--- src/core/wdg_pkg.sv ---
// constants, types and register map of the dual stage watchdog
// How it works
// - Two separately programmed stages run in turn, and the second starts when the first expires, or at once if the first is off.
// - A stage whose action is none is off, and the sequence passes over it at once.
// - A stage with the reset action pulses a module restart request when it expires.
// - A stage with the NMI action pulses a non-maskable interrupt request when it expires.
// - A stage with the SMI action pulses a system management interrupt request when it expires.
// - A stage with the SCI action pulses an OS-visible control interrupt request when it expires.
// - The delay action exists only for stage one and only stretches the time before stage two, after the enable and again after every trigger.
// - The pin-only action asserts the alarm pin and issues no restart and no interrupt.
// - The alarm pin is asserted when the configuration-selected stage times out without a trigger in time and its action has the pin bit.
// - A configuration bit picks whether stage one or stage two may raise the alarm pin.
// - The alarm pin falls only on reset; nothing at run time clears it.
package wdg_pkg;
  localparam int ADDR_W = 8;
  localparam logic [ADDR_W-1:0] OFF_CTRL = 8'h00;
  localparam logic [ADDR_W-1:0] OFF_ACT1 = 8'h04;
  localparam logic [ADDR_W-1:0] OFF_ACT2 = 8'h08;
  localparam logic [ADDR_W-1:0] OFF_TIME1 = 8'h0C;
  localparam logic [ADDR_W-1:0] OFF_TIME2 = 8'h10;
  localparam logic [ADDR_W-1:0] OFF_TRIG = 8'h14;
  localparam logic [ADDR_W-1:0] OFF_STAT = 8'h18;
  localparam logic [ADDR_W-1:0] OFF_COUNT = 8'h1C;
  localparam int CTRL_EN_BIT = 0;
  localparam int CTRL_PINSTAGE_BIT = 1;
  localparam int STAT_PIN_BIT = 4;
  localparam int STAT_DONE_BIT = 5;
  localparam int ACT_PIN_BIT = 3;
  localparam logic [31:0] TIME_RESET = 32'h0000_FFFF;

  // action codes: bit 3 adds the alarm pin, bits 2:0 the base action
  typedef logic [3:0] wdg_act_t;
  localparam wdg_act_t ACT_NONE = 4'h0;
  localparam wdg_act_t ACT_RESET = 4'h1;
  localparam wdg_act_t ACT_NMI = 4'h2;
  localparam wdg_act_t ACT_SMI = 4'h3;
  localparam wdg_act_t ACT_SCI = 4'h4;
  localparam wdg_act_t ACT_DELAY = 4'h5;
  localparam wdg_act_t ACT_PIN_ONLY = 4'h8;
  localparam wdg_act_t ACT_RESET_PIN = 4'h9;
  localparam wdg_act_t ACT_NMI_PIN = 4'hA;
  localparam wdg_act_t ACT_SMI_PIN = 4'hB;
  localparam wdg_act_t ACT_SCI_PIN = 4'hC;
  localparam wdg_act_t ACT_DELAY_PIN = 4'hD;

  // timing: timeouts count in ticks of one microsecond
  localparam int CLK_PERIOD_NS = 10;
  localparam int TICK_NS = 1000;
  localparam int TICK_CYC = TICK_NS / CLK_PERIOD_NS;
  localparam logic [6:0] TICK_LAST = 7'(TICK_CYC - 1);

  typedef enum logic [3:0] {
    ST_IDLE = 4'h1,
    ST_STAGE1 = 4'h2,
    ST_STAGE2 = 4'h4,
    ST_DONE = 4'h8
  } wdg_state_t;

  typedef struct packed {
    logic restart;
    logic nmi;
    logic smi;
    logic sci;
  } wdg_evt_t;
endpackage : wdg_pkg

--- src/core/wdg_dual_stage.sv ---
// dual stage watchdog with apb register access and alarm pin
module wdg_dual_stage import wdg_pkg::*; (
  input wire logic sys_clk, // 100 MHz system clock
  input wire logic resetn, // async reset, active low
  input wire logic psel, // apb select
  input wire logic penable, // apb access phase
  input wire logic pwrite, // apb direction, high for write
  input wire logic [ADDR_W-1:0] paddr, // apb byte address
  input wire logic [31:0] pwdata, // apb write data
  output logic [31:0] prdata, // apb read data
  output logic pready, // apb ready, zero wait
  output logic pslverr, // apb error on unmapped address
  output wdg_evt_t actionReq, // one-cycle restart and interrupt requests
  output logic watchdog_alarm_pin // alarm toward the carrier, active high
);

  typedef struct packed {
    wdg_state_t st;
    logic en;
    logic pinStage;
    wdg_act_t act1;
    wdg_act_t act2;
    logic [31:0] time1;
    logic [31:0] time2;
    logic [31:0] cnt;
    logic [6:0] div;
    logic pin;
    wdg_evt_t evt;
    logic [31:0] rdata;
    logic slverr;
  } wdg_regs_t;

  wdg_regs_t q, n;
  logic wrAcc;
  logic setup;
  logic tick;
  logic expire;
  logic startReq;
  wdg_act_t expAct;

  function automatic logic actIsNone(input wdg_act_t a);
    actIsNone = (a == ACT_NONE);
  endfunction : actIsNone

  // unknown codes fold to none; delay is refused in stage two
  function automatic wdg_act_t actLegal(input wdg_act_t a, input logic second);
    wdg_act_t r;
    r = a;
    if (a[2:0] > ACT_DELAY[2:0]) begin
      r = ACT_NONE;
    end else if (second && a[2:0] == ACT_DELAY[2:0]) begin
      r = {a[ACT_PIN_BIT], 3'h0};
    end
    actLegal = r;
  endfunction : actLegal

  always_comb begin
    n = q;
    n.evt = '0;
    wrAcc = psel && penable && pwrite;
    setup = psel && !penable;
    tick = (q.div == TICK_LAST);
    expire = 1'b0;
    expAct = (q.st == ST_STAGE2) ? q.act2 : q.act1;
    startReq = 1'b0;

    // register writes take effect in the access phase
    if (wrAcc) begin
      case (paddr)
        OFF_CTRL: begin
          n.en = pwdata[CTRL_EN_BIT];
          n.pinStage = pwdata[CTRL_PINSTAGE_BIT];
          startReq = pwdata[CTRL_EN_BIT] && !q.en;
        end
        OFF_ACT1: n.act1 = actLegal(pwdata[3:0], 1'b0);
        OFF_ACT2: n.act2 = actLegal(pwdata[3:0], 1'b1);
        OFF_TIME1: n.time1 = pwdata;
        OFF_TIME2: n.time2 = pwdata;
        OFF_TRIG: startReq = q.en;
        default: begin
        end
      endcase
    end

    // stage timing
    case (q.st)
      ST_IDLE: begin
      end
      ST_STAGE1, ST_STAGE2: begin
        n.div = tick ? 7'h00 : q.div + 7'h01;
        if (tick) begin
          if (q.cnt == 32'h0000_0000) begin
            expire = 1'b1;
          end else begin
            n.cnt = q.cnt - 32'h0000_0001;
          end
        end
      end
      ST_DONE: begin
      end
      default: n.st = ST_IDLE;
    endcase

    if (expire) begin
      case (expAct[2:0])
        ACT_RESET[2:0]: n.evt.restart = 1'b1;
        ACT_NMI[2:0]: n.evt.nmi = 1'b1;
        ACT_SMI[2:0]: n.evt.smi = 1'b1;
        ACT_SCI[2:0]: n.evt.sci = 1'b1;
        default: begin
          // delay and pin-only fire no request
        end
      endcase
      // the pin is raised only by the stage that configuration selects
      if (expAct[ACT_PIN_BIT] && (q.pinStage == (q.st == ST_STAGE2))) begin
        n.pin = 1'b1;
      end
      if (q.st == ST_STAGE1 && !actIsNone(q.act2)) begin
        n.st = ST_STAGE2;
        n.cnt = q.time2;
        n.div = 7'h00;
      end else begin
        n.st = ST_DONE;
      end
    end

    // a trigger or enable restarts at stage one, skipping stages that are off
    if (startReq) begin
      n.div = 7'h00;
      if (!actIsNone(q.act1)) begin
        n.st = ST_STAGE1;
        n.cnt = q.time1;
      end else if (!actIsNone(q.act2)) begin
        n.st = ST_STAGE2;
        n.cnt = q.time2;
      end else begin
        n.st = ST_DONE;
      end
    end
    if (!n.en) begin
      n.st = ST_IDLE;
      n.div = 7'h00;
    end

    // read data is captured in the setup phase so prdata comes from a flop
    if (setup) begin
      n.slverr = 1'b0;
      n.rdata = 32'h0000_0000;
      case (paddr)
        OFF_CTRL: begin
          n.rdata[CTRL_EN_BIT] = q.en;
          n.rdata[CTRL_PINSTAGE_BIT] = q.pinStage;
        end
        OFF_ACT1: n.rdata[3:0] = q.act1;
        OFF_ACT2: n.rdata[3:0] = q.act2;
        OFF_TIME1: n.rdata = q.time1;
        OFF_TIME2: n.rdata = q.time2;
        OFF_TRIG: begin
        end
        OFF_STAT: begin
          n.rdata[3:0] = q.st;
          n.rdata[STAT_PIN_BIT] = q.pin;
          n.rdata[STAT_DONE_BIT] = (q.st == ST_DONE);
        end
        OFF_COUNT: n.rdata = q.cnt;
        default: n.slverr = 1'b1;
      endcase
    end
  end

  always_ff @(posedge sys_clk or negedge resetn) begin
    if (!resetn) begin
      q.st <= ST_IDLE;
      q.en <= 1'b0;
      q.pinStage <= 1'b0;
      q.act1 <= ACT_NONE;
      q.act2 <= ACT_NONE;
      q.time1 <= TIME_RESET;
      q.time2 <= TIME_RESET;
      q.cnt <= 32'h0000_0000;
      q.div <= 7'h00;
      q.pin <= 1'b0;
      q.evt <= '0;
      q.rdata <= 32'h0000_0000;
      q.slverr <= 1'b0;
    end else begin
      q <= n;
    end
  end

  // zero wait states: the read word was latched during setup
  assign pready = 1'b1;
  assign prdata = q.rdata;
  assign pslverr = q.slverr;
  assign actionReq = q.evt;
  assign watchdog_alarm_pin = q.pin;

  // checks on the state record; inS1 and inS2 only rename states
  logic inS1, inS2;
  assign inS1 = (q.st == ST_STAGE1);
  assign inS2 = (q.st == ST_STAGE2);

  a_stage_skip: assert property (@(posedge sys_clk) disable iff (!resetn)
    (inS1 |-> !actIsNone(q.act1)) and (inS2 |-> !actIsNone(q.act2)))
    else $error("a disabled stage is running");

  a_stage_order: assert property (@(posedge sys_clk) disable iff (!resetn)
    ($rose(inS2) && !$past(startReq)) |-> $past(inS1 && expire))
    else $error("stage two started without stage one expiring");

  a_restart_cause: assert property (@(posedge sys_clk) disable iff (!resetn)
    (expire && expAct[2:0] == ACT_RESET[2:0]) |=> (actionReq.restart ##1 !actionReq.restart))
    else $error("reset action gave no single restart pulse");

  a_nmi_cause: assert property (@(posedge sys_clk) disable iff (!resetn)
    actionReq.nmi |-> $past(expire && expAct[2:0] == ACT_NMI[2:0]))
    else $error("nmi request without nmi stage expiry");

  a_smi_cause: assert property (@(posedge sys_clk) disable iff (!resetn)
    (expire && expAct[2:0] == ACT_SMI[2:0]) |=> actionReq.smi && !actionReq.nmi)
    else $error("smi action did not raise smi alone");

  a_sci_cause: assert property (@(posedge sys_clk) disable iff (!resetn)
    actionReq.sci |-> $past(expire && expAct[2:0] == ACT_SCI[2:0]))
    else $error("sci request without sci stage expiry");

  a_delay_first: assert property (@(posedge sys_clk) disable iff (!resetn)
    q.act2[2:0] != ACT_DELAY[2:0])
    else $error("delay action held by stage two");

  a_pin_only: assert property (@(posedge sys_clk) disable iff (!resetn)
    (expire && expAct == ACT_PIN_ONLY) |=> (actionReq == '0))
    else $error("pin-only action raised a request");

  a_pin_stage: assert property (@(posedge sys_clk) disable iff (!resetn)
    $rose(watchdog_alarm_pin) |->
      $past(expire && expAct[ACT_PIN_BIT] && (q.pinStage == inS2)))
    else $error("alarm pin raised by the wrong stage");

  a_pin_fires: assert property (@(posedge sys_clk) disable iff (!resetn)
    (expire && expAct[ACT_PIN_BIT] && (q.pinStage == inS2)) |=> watchdog_alarm_pin)
    else $error("selected stage expired without alarm pin");

  a_pin_sticky: assert property (@(posedge sys_clk) disable iff (!resetn)
    watchdog_alarm_pin |=> watchdog_alarm_pin [*3])
    else $error("alarm pin cleared without reset");

  a_combo_both: assert property (@(posedge sys_clk) disable iff (!resetn)
    (expire && expAct == ACT_NMI_PIN && !q.pinStage && inS1) |=>
      (actionReq.nmi && watchdog_alarm_pin))
    else $error("combined action missed a part");

  a_trigger_restart: assert property (@(posedge sys_clk) disable iff (!resetn)
    (wrAcc && paddr == OFF_TRIG && q.en && !actIsNone(q.act1)) |=>
      (inS1 && q.cnt == $past(q.time1)))
    else $error("trigger did not restart stage one");

  a_tick_period: assert property (@(posedge sys_clk) disable iff (!resetn)
    (tick && (inS1 || inS2) && !startReq && n.en) |=> (q.div == 7'h00))
    else $error("tick divider did not wrap");

  // requests are single-cycle pulses: a host that polls instead of latching misses them
  a_evt_single: assert property (@(posedge sys_clk) disable iff (!resetn)
    $onehot0(actionReq))
    else $error("more than one request at once");

  a_evt_pulse: assert property (@(posedge sys_clk) disable iff (!resetn)
    (actionReq != '0) |=> (actionReq == '0))
    else $error("request held longer than one cycle");

  a_idle_quiet: assert property (@(posedge sys_clk) disable iff (!resetn)
    (q.st == ST_IDLE || q.st == ST_DONE) |=> (actionReq == '0))
    else $error("request while no stage runs");

  a_restart_only: assert property (@(posedge sys_clk) disable iff (!resetn)
    actionReq.restart |-> $past(expire && expAct[2:0] == ACT_RESET[2:0]))
    else $error("restart request without reset stage expiry");

  a_nmi_fires: assert property (@(posedge sys_clk) disable iff (!resetn)
    (expire && expAct[2:0] == ACT_NMI[2:0]) |=>
      (actionReq.nmi && !actionReq.smi && !actionReq.sci))
    else $error("nmi action did not raise nmi alone");

  a_smi_only: assert property (@(posedge sys_clk) disable iff (!resetn)
    actionReq.smi |-> $past(expire && expAct[2:0] == ACT_SMI[2:0]))
    else $error("smi request without smi stage expiry");

  a_sci_alone: assert property (@(posedge sys_clk) disable iff (!resetn)
    (expire && expAct[2:0] == ACT_SCI[2:0]) |=>
      (actionReq.sci && !actionReq.restart && !actionReq.nmi))
    else $error("sci action did not raise sci alone");

  a_delay_quiet: assert property (@(posedge sys_clk) disable iff (!resetn)
    (expire && expAct[2:0] == ACT_DELAY[2:0]) |=> (actionReq == '0))
    else $error("delay action raised a request");

  a_pin_other: assert property (@(posedge sys_clk) disable iff (!resetn)
    (expire && (q.pinStage != inS2) && !watchdog_alarm_pin) |=> !watchdog_alarm_pin)
    else $error("alarm pin raised by the unselected stage");

  a_stage2_load: assert property (@(posedge sys_clk) disable iff (!resetn)
    (expire && inS1 && !actIsNone(q.act2) && !startReq && n.en) |=>
      (inS2 && q.cnt == $past(q.time2)))
    else $error("stage two did not load its time");

  a_last_done: assert property (@(posedge sys_clk) disable iff (!resetn)
    (expire && (inS2 || actIsNone(q.act2)) && !startReq && n.en) |=> (q.st == ST_DONE))
    else $error("last stage expiry did not end the sequence");

  // done is left only by a trigger or a disable; the restart request alone does not reset us
  a_done_holds: assert property (@(posedge sys_clk) disable iff (!resetn)
    (q.st == ST_DONE && !startReq && n.en) |=> (q.st == ST_DONE))
    else $error("finished sequence left done on its own");

  a_trig_ignored: assert property (@(posedge sys_clk) disable iff (!resetn)
    (wrAcc && paddr == OFF_TRIG && !q.en) |=> (q.st == ST_IDLE))
    else $error("trigger started a disabled watchdog");

  a_disable_idle: assert property (@(posedge sys_clk) disable iff (!resetn)
    (wrAcc && paddr == OFF_CTRL && !pwdata[CTRL_EN_BIT]) |=> (q.st == ST_IDLE))
    else $error("clearing enable did not stop the stages");

  a_cnt_falls: assert property (@(posedge sys_clk) disable iff (!resetn)
    ((inS1 || inS2) && tick && q.cnt != 32'h0000_0000 && !startReq && n.en) |=>
      (q.cnt == $past(q.cnt) - 32'h0000_0001))
    else $error("stage count did not fall by one per tick");

  a_div_range: assert property (@(posedge sys_clk) disable iff (!resetn)
    q.div <= TICK_LAST)
    else $error("tick divider ran past its last count");

  c_stage2_run: cover property (@(posedge sys_clk) disable iff (!resetn)
    inS1 && expire ##1 inS2);
  c_restart: cover property (@(posedge sys_clk) disable iff (!resetn)
    actionReq.restart);
  c_pin_raise: cover property (@(posedge sys_clk) disable iff (!resetn)
    $rose(watchdog_alarm_pin));
  c_retrigger: cover property (@(posedge sys_clk) disable iff (!resetn)
    inS2 && wrAcc && paddr == OFF_TRIG);
  c_delay_run: cover property (@(posedge sys_clk) disable iff (!resetn)
    inS1 && expire && expAct[2:0] == ACT_DELAY[2:0]);

endmodule : wdg_dual_stage

--- config.mk ---
export PLATFORM = sky130hd
export DESIGN_NAME = wdg_dual_stage
export DESIGN_NICKNAME = d
export VERILOG_FILES = /design/src/core/wdg_pkg.sv /design/src/core/wdg_dual_stage.sv
export SDC_FILE = /design/constraint.sdc
export NUM_CORES = 1
export LEC_CHECK = 0
export ABC_AREA = 1
export BUFFER_PORTS_ARGS = -buffer_cell sky130_fd_sc_hd__buf_2
export CAP_MARGIN = 5
export CORE_UTILIZATION = 30
export CTS_CLUSTER_DIAMETER = 50
export DETAILED_ROUTE_END_ITERATION = 12
export PLACE_DENSITY = 0.52
export SLEW_MARGIN = 15
export SYNTH_ARGS = -nofsm -noshare
export SYNTH_HDL_FRONTEND = slang
export SYNTH_SLANG_ARGS = --single-unit
--- constraint.sdc ---
create_clock -name sys_clk -period 2.5 [get_ports sys_clk]
set_input_delay 0.25 -clock sys_clk [delete_from_list [all_inputs] [get_ports sys_clk]]
set_output_delay 0.25 -clock sys_clk [all_outputs]
set_load 0.05 [all_outputs]
==> results of run 1 <==
-- cell type report --
cell class	count	area share (%)
clock buffer	18	4.14
multi-input combinational	898	39.4
inverter	202	7.22
tap	396	4.67
clock inverter	14	1.40
sequential	155	37.0
timing repair buffer	105	6.21
-- state kept, by name (all words and copies together) (netlist names) --
name,cells
actionReq,4
prdata,32
pslverr,1
q,117
watchdog_alarm_pin,1
-- cells by family (layout without fill, tap and decap cells) --
family / count (synthesis) / after routing
XOR/XNOR: 6 / 6
adder cells (fa/ha/maj): 3 / 3
buffers and inverters: 279 / 339
AND/OR/NAND/NOR: 709 / 709
other: 1 / 1
multiplexers: 1 / 1
AO/OA/AOI/OAI: 178 / 178
flip-flops: 155 / 155
-- critical path, stage by stage, from the launching register on --
cell	delay, ps
dfrtp_1	380
ha_1	180
nand2_1	90
nor3_4	370
nand2_4	130
inv_6	140
nand2_4	90
nor2_8	250
inv_4	200
nand4_1	160
buf_4	160
nor2_1	60
-- through the flow --
step           hold WS [ps]  setup WS (ps)  instances  total power [mW]  instance area (µm²)
2_1_floorplan         -45.6            682       1332              2.80                 9330
3_3_place_gp            284            222       1754              2.96                10000
3_5_place_dp            283            160       1754              2.97                10000
4_1_cts                9.69            149       1787              5.66                10600
5_1_grt                38.8           18.3       1788              5.79                10600
6_report               33.5            181       1788              5.57                10600
-- synth_stat cells (all sizes together) (2+ instances only) --
master,instances
o211ai,3
nand4,36
nor3,7
nor4,2
xor2,4
o31ai,2
o21ai,123
nand2,367
a21oi,14
dfrtp,122
clkbuf,26
buf,51
inv,201
nor2,211
nand3,83
and2,2
o22ai,31
dfstp,33
xnor2,2
ha,3
-- timing repair --
action                     in CTS  in global routing
setup endpoints to repair       0                 18
setup buffers                   0                  1
hold buffers                    1                  0
hold endpoints to repair       54                  0
resized for setup               0                  1
-- path summary, 6_finish.rpt --
| check | startpoint | end | slack, ps | cells past startpoint |
|---|---|---|---|---|
| worst max-delay path | q[38] | q[43] | 180 | 11 |
| worst min-delay path | pwdata[15] | q[124] | 30 | 3 |
| worst max register to register | q[38] | q[43] | 180 | 11 |
| worst min register to register | prdata[12] | prdata[12] | 480 | 2 |
| min in group asynchronous | resetn | prdata[24] | 370 | 2 |
| max in group asynchronous | resetn | q[111] | 1380 | 3 |
-- metal layers --
layer,track usage [%],wire length (µm),vias to the layer above
li1,-,-,4250
met1,27.3,14100,3996
met2,27.5,12100,250
met3,3.43,1640,34
met4,5.65,476,0
met5,0,0,-
-- where the power goes --
group / internal [mW] / switching, mW / leakage (nW) / total [mW]
Sequential: 2.56 / 0.0336 / 2.01 / 2.59
Clock: 1.44 / 1.21 / 0.285 / 2.65
Combinational: 0.0976 / 0.229 / 2.89 / 0.326
Total: 4.10 / 1.47 / 5.18 / 5.57
-- cells in the final DEF, fill, tap and decap left out, types with 4 or more instances in the layout --
master,instances
nand2_1,354
inv_1,196
nor2_1,193
dfrtp_1,122
o21ai_0,120
buf_2,81
nand3_1,76
nand4_1,36
dfstp_2,33
o22ai_1,31
clkbuf_16,17
buf_4,16
a21oi_1,13
nor2_2,10
nand2_2,10
inv_6,8
nor2_4,6
nand3_2,6
buf_12,5
nor3_1,4
xor2_1,4
==> metrics.md, run 1 <==
| Metric | Value |
|---|---|
| GRT Total Usage | `18.7%` |
| Die height | `178 µm` |
| DRC Markers | `0` |
| Seq. cell area | `0.00392 mm²` |
| Cells after Synth | `1,332` |
| Pleak | `5.18 nW` |
| Detailed-routing iteration count for the pre-antenna-repair pass | `9` |
| Max Cap Viol | `0` |
| Fillers | `3,352` |
| Top cells by area, synth | `dfrtp_1 33%, nand2_1 14%, dfstp_2 9.3%` |
| Clk sinks | `around 160` |
| Clock transition at the registers of the reported paths | `70 ps` |
| Largest family of logic cells by synthesized area | `simple AND/OR/NAND/NOR gates` |
| Fraction of the mapped netlist area in adder cells | `less than 1%` |
| First-pass GRT wire length | `45.3 mm` |
| Pwr/cell area | `525 mW/mm²` |
| Crit start category | `flop` |
| Core area | `~0.03 mm²` |
| Critical Path RT | `2840 ps` |
| Async S/R FF share, synth | `100%` |
| Mapped Area | `0.00933 mm²` |
| Synth unique cells | `46` |
| Number of port buffers | `82` |
| Nets@finish | `1,427` |
| Layout cells sized above 1 | `15.9%` |
| VDD IR-drop max | `393 µV` |
| Worst-path fanout max | `27` |
| Synth Register Bits | `155` |
| CTS tree | `built` |
| Area share of the largest cell type after synthesis | `about 33%` |
| # rows | `64` |
| Post-synth net total | `1,380` |
| Mux share of post-synthesis cell area | `less than 1%` |
| HP Class | `primary input to flop` |
| Setup violators final | `0` |
| Endpoint type of the worst setup path | `flop` |
| Yosys top cell by area | `dfrtp_1` |
| Number of top-level pins | `84` |
| Vias per inst | `4.77` |
| Slew @ Worst Pin | `728 ps` |
| Clk buf depth | `2` |
| Fin crit period | `~2300 ps` |
| Routed WL | `28.3 mm` |
| Setup TNS | `0 ps` |
| Die ar. | `between 0.03 and 0.04 mm²` |
| Total number of vias | `approximately 8,500` |
| Post-route ant nets | `0` |
| Root buffer cell | `clkbuf_16` |
| Top_reg_cell synth | `dfrtp_1` |
| Final Hold Vio Count | `0` |
| Crit share post-route | `between 90% and 100%` |
| Footprint of the multi-input gates | `between 0.004 and 0.005 mm²` |
| Number of DRC markers in iteration 0 | `768` |
| Mean routed wirelength per cell | `15.8 µm` |
| CP Data Arrival Time | `approximately 2700 ps` |
| Synth Area in Simple Gates | `33.1%` |
| F_max | `431 MHz` |
| Largest net degree at the start of global routing | `65` |
| Worst-Skew Late Latency | `450 ps` |
| Initial Util | `30.5%` |
| Antenna Cells | `0` |
| Setup CP Type | `flop to flop` |
| Fin util | `34.7%` |
| Initial antenna violation count | `0` |
| Clock Skews | `around 13 ps` |
| GPL Wtd Cong | `0.928` |
| Sequential share of the synthesized area | `42.0%` |
| Outcome | `completed` |
| Total grt overflow | `0` |
| Post-synthesis area per instance | `7.01 µm²` |
| RSZ-0062 raised after global routing | `false` |
| Post-detail-place hpwl | `20.2 mm` |
| H-tree levels | `4` |
| Synth Area in Compound Gates | `a little over a tenth` |
| Yosys warnings | `0` |
| Slew Viols, Final | `0` |
| Max_slew headroom | `51.3%` |
| Area Growth Syn to Fin | `13.7%` |
| Total CTS buffers | `17` |
| Die Wd | `178 µm` |
| Vias in the first global route | `8,120` |
| Post-Synth XOR/XNOR Area | `less than 1%` |
| Post-synth EDFFs | `0` |
No activity file was read; power rests on OpenSTA's default activity.
==> inputs of run 2 (changes only) <==
--- a/config.mk
+++ b/config.mk
@@ -6,12 +6,13 @@
 export NUM_CORES = 1
 export LEC_CHECK = 0
 export ABC_AREA = 1
-export BUFFER_PORTS_ARGS = -buffer_cell sky130_fd_sc_hd__buf_2
 export CAP_MARGIN = 5
 export CORE_UTILIZATION = 30
 export CTS_CLUSTER_DIAMETER = 50
 export DETAILED_ROUTE_END_ITERATION = 12
-export PLACE_DENSITY = 0.52
+export DONT_BUFFER_PORTS = 1
+export GPL_TIMING_DRIVEN = 0
+export PLACE_DENSITY = 0.5
 export SLEW_MARGIN = 15
 export SYNTH_ARGS = -nofsm -noshare
 export SYNTH_HDL_FRONTEND = slang
==> run 2 against run 1 <==
The flow now finishes with violations (hold timing). Highest routed layer unchanged. Worst hold slack got worse by 530 ps. Critical path depth rose by 2. Count of clock-buffer cells in the layout rose by 1. Maximum frequency fell by 0.71%. Sequential share of layout area fell by 0.36 points. First-iteration DRC count fell by 3.4%. Utilization rose by 0.34 points.
==> metrics.md, run 2 (synthesis gave the netlist of run 1 again) <==
| Metric | Value |
|---|---|
| VDD IR-drop max | `roughly 400 µV` |
| Max_slew headroom | `33.7%` |
| F_max | `428 MHz` |
| Total number of vias | `slightly below 9,000` |
| R2R setup slack | `160 ps` |
| Number of DRC markers in iteration 0 | `approximately 740` |
| Die height | `178 µm` |
| Fin crit period | `2340 ps` |
| Nets@finish | `1,428` |
| Vias in the first global route | `8,368` |
| Most used cell, CP | `nand2_1` |
| Max reg flops | `117` |
| Worst r2r dst | `q[71]` |
| Endpoint type of the worst setup path | `flop` |
| Crit share post-route | `93.4%` |
| Post-detail-place hpwl | `23.0 mm` |
| Detailed-routing iteration count for the pre-antenna-repair pass | `6` |
| Slew @ Worst Pin | `992 ps` |
| Crit start category | `flop` |
| Post-route ant nets | `0` |
| Worst-path fanout max | `10` |
| Clock Skews | `around 12 ps` |
| Number of top-level pins | `84` |
| H-tree levels | `4` |
| Outcome | `finished, violations left` |
| Most flop-heavy register | `q` |
| Pwr Total | `5.49 mW` |
| CTS tree | `built` |
| Total CTS buffers | `17` |
| Slowest CP cell | `dfrtp_1` |
| Crit path buf inv count | `3` |
| CP Data Arrival Time | `2660 ps` |
| Crit path cell chain | `ha_1 -> nand2_1 -> nor3_4 -> nand2_4 -> inv_6 -> nand3_2 -> nor2_4 -> buf_6 -> nand2_1 -> nand2_1 -> inv_1 -> nand2_1 -> nand2_1` |
| Core area | `roughly 0.031 mm²` |
| Clock transition at the registers of the reported paths | `70 ps` |
| Die ar. | `approximately 0.032 mm²` |
| Worst hold slack | `-496 ps` |
| Setup CP Type | `flop to flop` |
| Largest net degree at the start of global routing | `156` |
| Number of port buffers | `0` |
| Area Growth Syn to Fin | `14.8%` |
| Pre-CTS setup slack | `-51.0 ps` |
| GRT Total Usage | `just over 20%` |
| Violated checks | `hold timing` |
| Layout cells sized above 1 | `12.1%` |
| Commonest non-fill, non-tap cells in the layout | `355 x nand2_1, 196 x inv_1, 192 x nor2_1, 122 x dfrtp_1, 120 x o21ai_0` |
| Pwr/cell area | `513 mW/mm²` |
| Clk buf depth | `2` |
| First-pass GRT wire length | `48.1 mm` |
| Antenna Cells | `0` |
| RSZ-0062 raised after global routing | `false` |
| Max Cap Viol | `0` |
| Final Hold Vio Count | `155` |
| R2R depth | `13` |
| Root buffer cell | `clkbuf_16` |
| Critical Path RT | `2830 ps` |
| Initial antenna violation count | `1` |
| Slew Viols, Final | `0` |
| Clk sinks | `between 150 and 200` |
| Final setup margin | `~160 ps` |
| Routed WL | `between 30 and 40 mm` |
| Die Wd | `178 µm` |
| Mean routed wirelength per cell | `17.2 µm` |
| Worst reg2reg startpoint | `q[38]` |
| # rows | `64` |
| DRC Markers | `0` |
| Vias per inst | `4.84` |
| Initial Util | `30.5%` |
| Worst path top cell family by delay | `simple AND/OR/NAND/NOR gates` |
| Slowest stage delay, CP | `390 ps` |
| Critical Path Stages | `13` |
| HP Class | `primary input to asynchronous set/reset pin` |
| GPL Wtd Cong | `just over 0.9` |
| Commonest non-fill, non-tap cell in the layout | `nand2_1` |
| Setup Fix Bufs, Post-CTS | `0` |
| Fillers | `between 3,000 and 4,000` |
| Setup violators final | `0` |
| Total grt overflow | `0` |
| Worst-Skew Late Latency | `440 ps` |
| Pleak | `5.07 nW` |
-- run 2: changes by cell type in the layout (fill, tap and decap cells not counted), sizes merged --
cell	delta
dlygate4sd3	+28
buf	-53
inv	-5
clkinv	+4
clkbuf	+27
-- run 2: how the worst max path moves through the flow --
stage	start	to
after CTS	q[38]	q[59]
after global placement	paddr[5]	q[137]
after global routing	q[39]	q[75]
after detailed placement	paddr[5]	q[139]
final	q[38]	q[71]
after floorplan	q[38]	q[51]
-- run 2: cell type report --
class | count | area [µm²] | share of cell area (%)
clock buffer | 19 | 453 | 4.23
multi-input combinational | 898 | 4180 | 39.0
timing repair buffer | 29 | 290 | 2.71
clock inverter | 13 | 134 | 1.25
buffer | 77 | 473 | 4.42
sequential | 155 | 3920 | 36.6
tap | 396 | 495 | 4.63
inverter | 202 | 766 | 7.15
-- run 2: metal layers --
metal,global-route usage (%),share of wire [%]
met4,6.29,2.0
met1,29.4,50
met5,0,0
met2,29.8,43
met3,3.77,5.5
-- run 2: worst reg2reg max path: stages (launching register included) --
cell and delay, ps:
dfrtp_1 390, ha_1 190, nand2_1 90, nor3_4 370, nand2_4 140, inv_6 150
nand3_2 150, nor2_4 260, buf_6 220, nand2_1 70, nand2_1 50, inv_1 50
nand2_1 60, nand2_1 40
-- run 2: metrics by stage --
| step | TNS [ps] | util (%) | instances | cell area, µm² |
|---|---|---|---|---|
| 6_report | 0 | 35.0 | 1789 | 10700 |
| 5_1_grt | 0 | 35.0 | 1789 | 10700 |
| 4_1_cts | 0 | 35.0 | 1788 | 10700 |
| 3_5_place_dp | -275 | 32.1 | 1728 | 9830 |
| 3_3_place_gp | -555 | 32.1 | 1728 | 9830 |
| 2_1_floorplan | 0 | - | 1332 | 9330 |
-- run 2: power by group --
group / switching [mW] / internal [mW]
clock network: 1.18 / 1.45
registers: 0.0416 / 2.56
logic: 0.168 / 0.0930
-- run 2: timing repair --
action	in CTS	in global routing
hold buffers	28	1
gates resized for setup	0	2
hold endpoints to repair	217	156
endpoints found under the setup margin	0	3
==> inputs of run 3 (changes only) <==
--- a/config.mk
+++ b/config.mk
@@ -13,6 +13,7 @@
 export DONT_BUFFER_PORTS = 1
 export GPL_TIMING_DRIVEN = 0
 export PLACE_DENSITY = 0.5
+export REMOVE_ABC_BUFFERS = 1
 export SLEW_MARGIN = 15
 export SYNTH_ARGS = -nofsm -noshare
 export SYNTH_HDL_FRONTEND = slang
==> run 3 against run 2 <==
Non-clock buffer count shrank 62. Die area did not move. Clock power barely moved. Cell count decreased by 3.4%. Sequential cell count unchanged. Sequential share of layout area is 0.86 points higher. Global-route usage fell by 2.4 points. Largest cell class unchanged. The flow still finishes with violations (hold timing). Count of clock-buffer cells in the layout fell by 1. Highest routed layer unchanged. Maximum frequency decreased by 1.5%.
==> metrics.md, run 3 (synthesis gave the netlist of run 1 again) <==
| Metric | Value |
|---|---|
| Setup violators final | `0` |
| Setup TNS | `0 ps` |
| Pleak | `4.90 nW` |
| Most flop-heavy register | `q` |
| CTS tree | `built` |
| Pwr/cell area | `522 mW/mm²` |
| Mean routed wirelength per cell | `15.5 µm` |
| Initial antenna violation count | `0` |
| Cell Area, Placed | `0.00949 mm²` |
| Outcome | `finished, violations left` |
| First-pass GRT wire length | `about 44 mm` |
| DRC Markers | `0` |
| Footprint of the multi-input gates | `0.00421 mm²` |
| Largest net degree at the start of global routing | `156` |
| Max reg flops | `117` |
| Die height | `178 µm` |
| Placed cells | `1,658` |
| F_max | `422 MHz` |
| Pre-CTS setup slack | `-1340 ps` |
| Clk sinks | `155` |
| Worst-path fanout max | `27` |
| Endpoint type of the worst setup path | `flop` |
| Worst-Skew Late Latency | `~430 ps` |
| Final Instance Count excl. Fillers | `1,728` |
| Total grt overflow | `0` |
| Detailed-routing iteration count for the pre-antenna-repair pass | `5` |
| VDD IR-drop max | `443 µV` |
| Pwr Total | `5.46 mW` |
| Layout cells sized above 1 | `10.2%` |
| Fin util | `~34%` |
| Slew Viols, Final | `0` |
| Slew @ Worst Pin | `881 ps` |
| Max Cap Viol | `0` |
| # rows | `between 60 and 70` |
| Number of port buffers | `0` |
| Routed WL | `26.8 mm` |
| Post-CTS Hold Fix Bufs | `33` |
| Max_slew headroom | `41.0%` |
| Area Growth Syn to Fin | `12.1%` |
| Crit start category | `flop` |
| Crit share post-route | `94.8%` |
| GRT Total Usage | `17.8%` |
| Clk buf depth | `2` |
| Post-detail-place hpwl | `18.7 mm` |
| Fillers | `3,361` |
| GPL Wtd Cong | `0.880` |
| Total CTS buffers | `17` |
| Die ar. | `0.0318 mm²` |
| CP Data Arrival Time | `2690 ps` |
| Violated checks | `hold timing` |
| Vias in the first global route | `8,011` |
| Critical Path RT | `around 2800 ps` |
| Seq. cell area | `0.00392 mm²` |
| Commonest non-fill, non-tap cells in the layout | `352 x nand2_1, 195 x inv_1, 192 x nor2_1, 122 x dfrtp_1, 120 x o21ai_0` |
| RSZ-0062 raised after global routing | `false` |
| Core area | `0.0306 mm²` |
| Post-route ant nets | `0` |
| Number of DRC markers in iteration 0 | `523` |
| Setup CP Type | `flop to flop` |
| Clock transition at the registers of the reported paths | `70 ps` |
| Root buffer cell | `clkbuf_16` |
| Final setup margin | `129 ps` |
| Worst hold slack | `-487 ps` |
| HP Class | `primary input to asynchronous set/reset pin` |
| Design area | `around 0.010 mm²` |
| Clock Skews | `11.8 ps` |
| Nets@finish | `1,367` |
| Die Wd | `178 µm` |
| Initial Util | `between 30% and 40%` |
| Final Hold Vio Count | `around 160` |
| Number of top-level pins | `84` |
| H-tree levels | `4` |
| Total number of vias | `8,231` |
| Commonest non-fill, non-tap cell in the layout | `nand2_1` |
| Antenna Cells | `0` |
| Fin crit period | `2370 ps` |
| Vias per inst | `roughly 4.8` |
## run 3: changes by cell type in the layout (fill, tap and decap cells not counted), moves of 2 or more
cell           delta
buf_2             -9
nand2_2           +2
nor2_4            +2
buf_16            +3
buf_6             -2
nand2_1           -3
buf_4            -33
clkinvlp_4        +2
dlygate4sd3_1     +4
clkbuf_1         -26
## run 3: worst max-delay path, stage by stage (launching register included)
cell and delay (ps):
dfrtp_1 410, inv_1 130, ha_1 210, nand3_1 90
nor2_1 150, nand2_2 110, nor2_8 180, nand2_4 110
nor2_8 270, inv_4 210, nand4_1 210, buf_12 140
nor2_1 50
## run 3: path summary, 6_finish.rpt
path	end	cells past startpoint	from	slack, ps
worst min-delay path	actionReq[3]	0	resetn	-490
max in group asynchronous	q[90]	0	resetn	2690
worst max-delay path	q[43]	12	q[45]	130
min in group sys_clk	q[79]	2	pwdata[2]	40
worst max register to register	q[43]	12	q[45]	130
worst min register to register	q[128]	2	q[128]	490
## run 3: final cells by class
type / count / area share [%]
tap: 396 / 4.74
timing repair buffer: 44 / 4.71
multi-input combinational: 899 / 40.2
sequential: 155 / 37.5
clock inverter: 14 / 1.32
inverter: 202 / 7.33
clock buffer: 18 / 4.20
## run 3: routing by layer
layer / track usage, % / wire [µm]
met3: 2.54 / 1130
met4: 4.66 / 359
met1: 24.7 / 13100
met2: 28.7 / 12200
met5: 0 / 0
## run 3: power breakdown
part / switching (mW) / internal, mW
Combinational: 0.143 / 0.0947
Sequential: 0.0571 / 2.56
Clock: 1.19 / 1.42
## run 3: repair_timing
action / in CTS / in global routing
endpoints found under the setup margin: 58 / 21
cloned: 1 / 0
buffers inserted: 3 / 1
resized for setup: 5 / 0
pin swaps: 2 / 1
endpoints found under the hold margin: 222 / 155
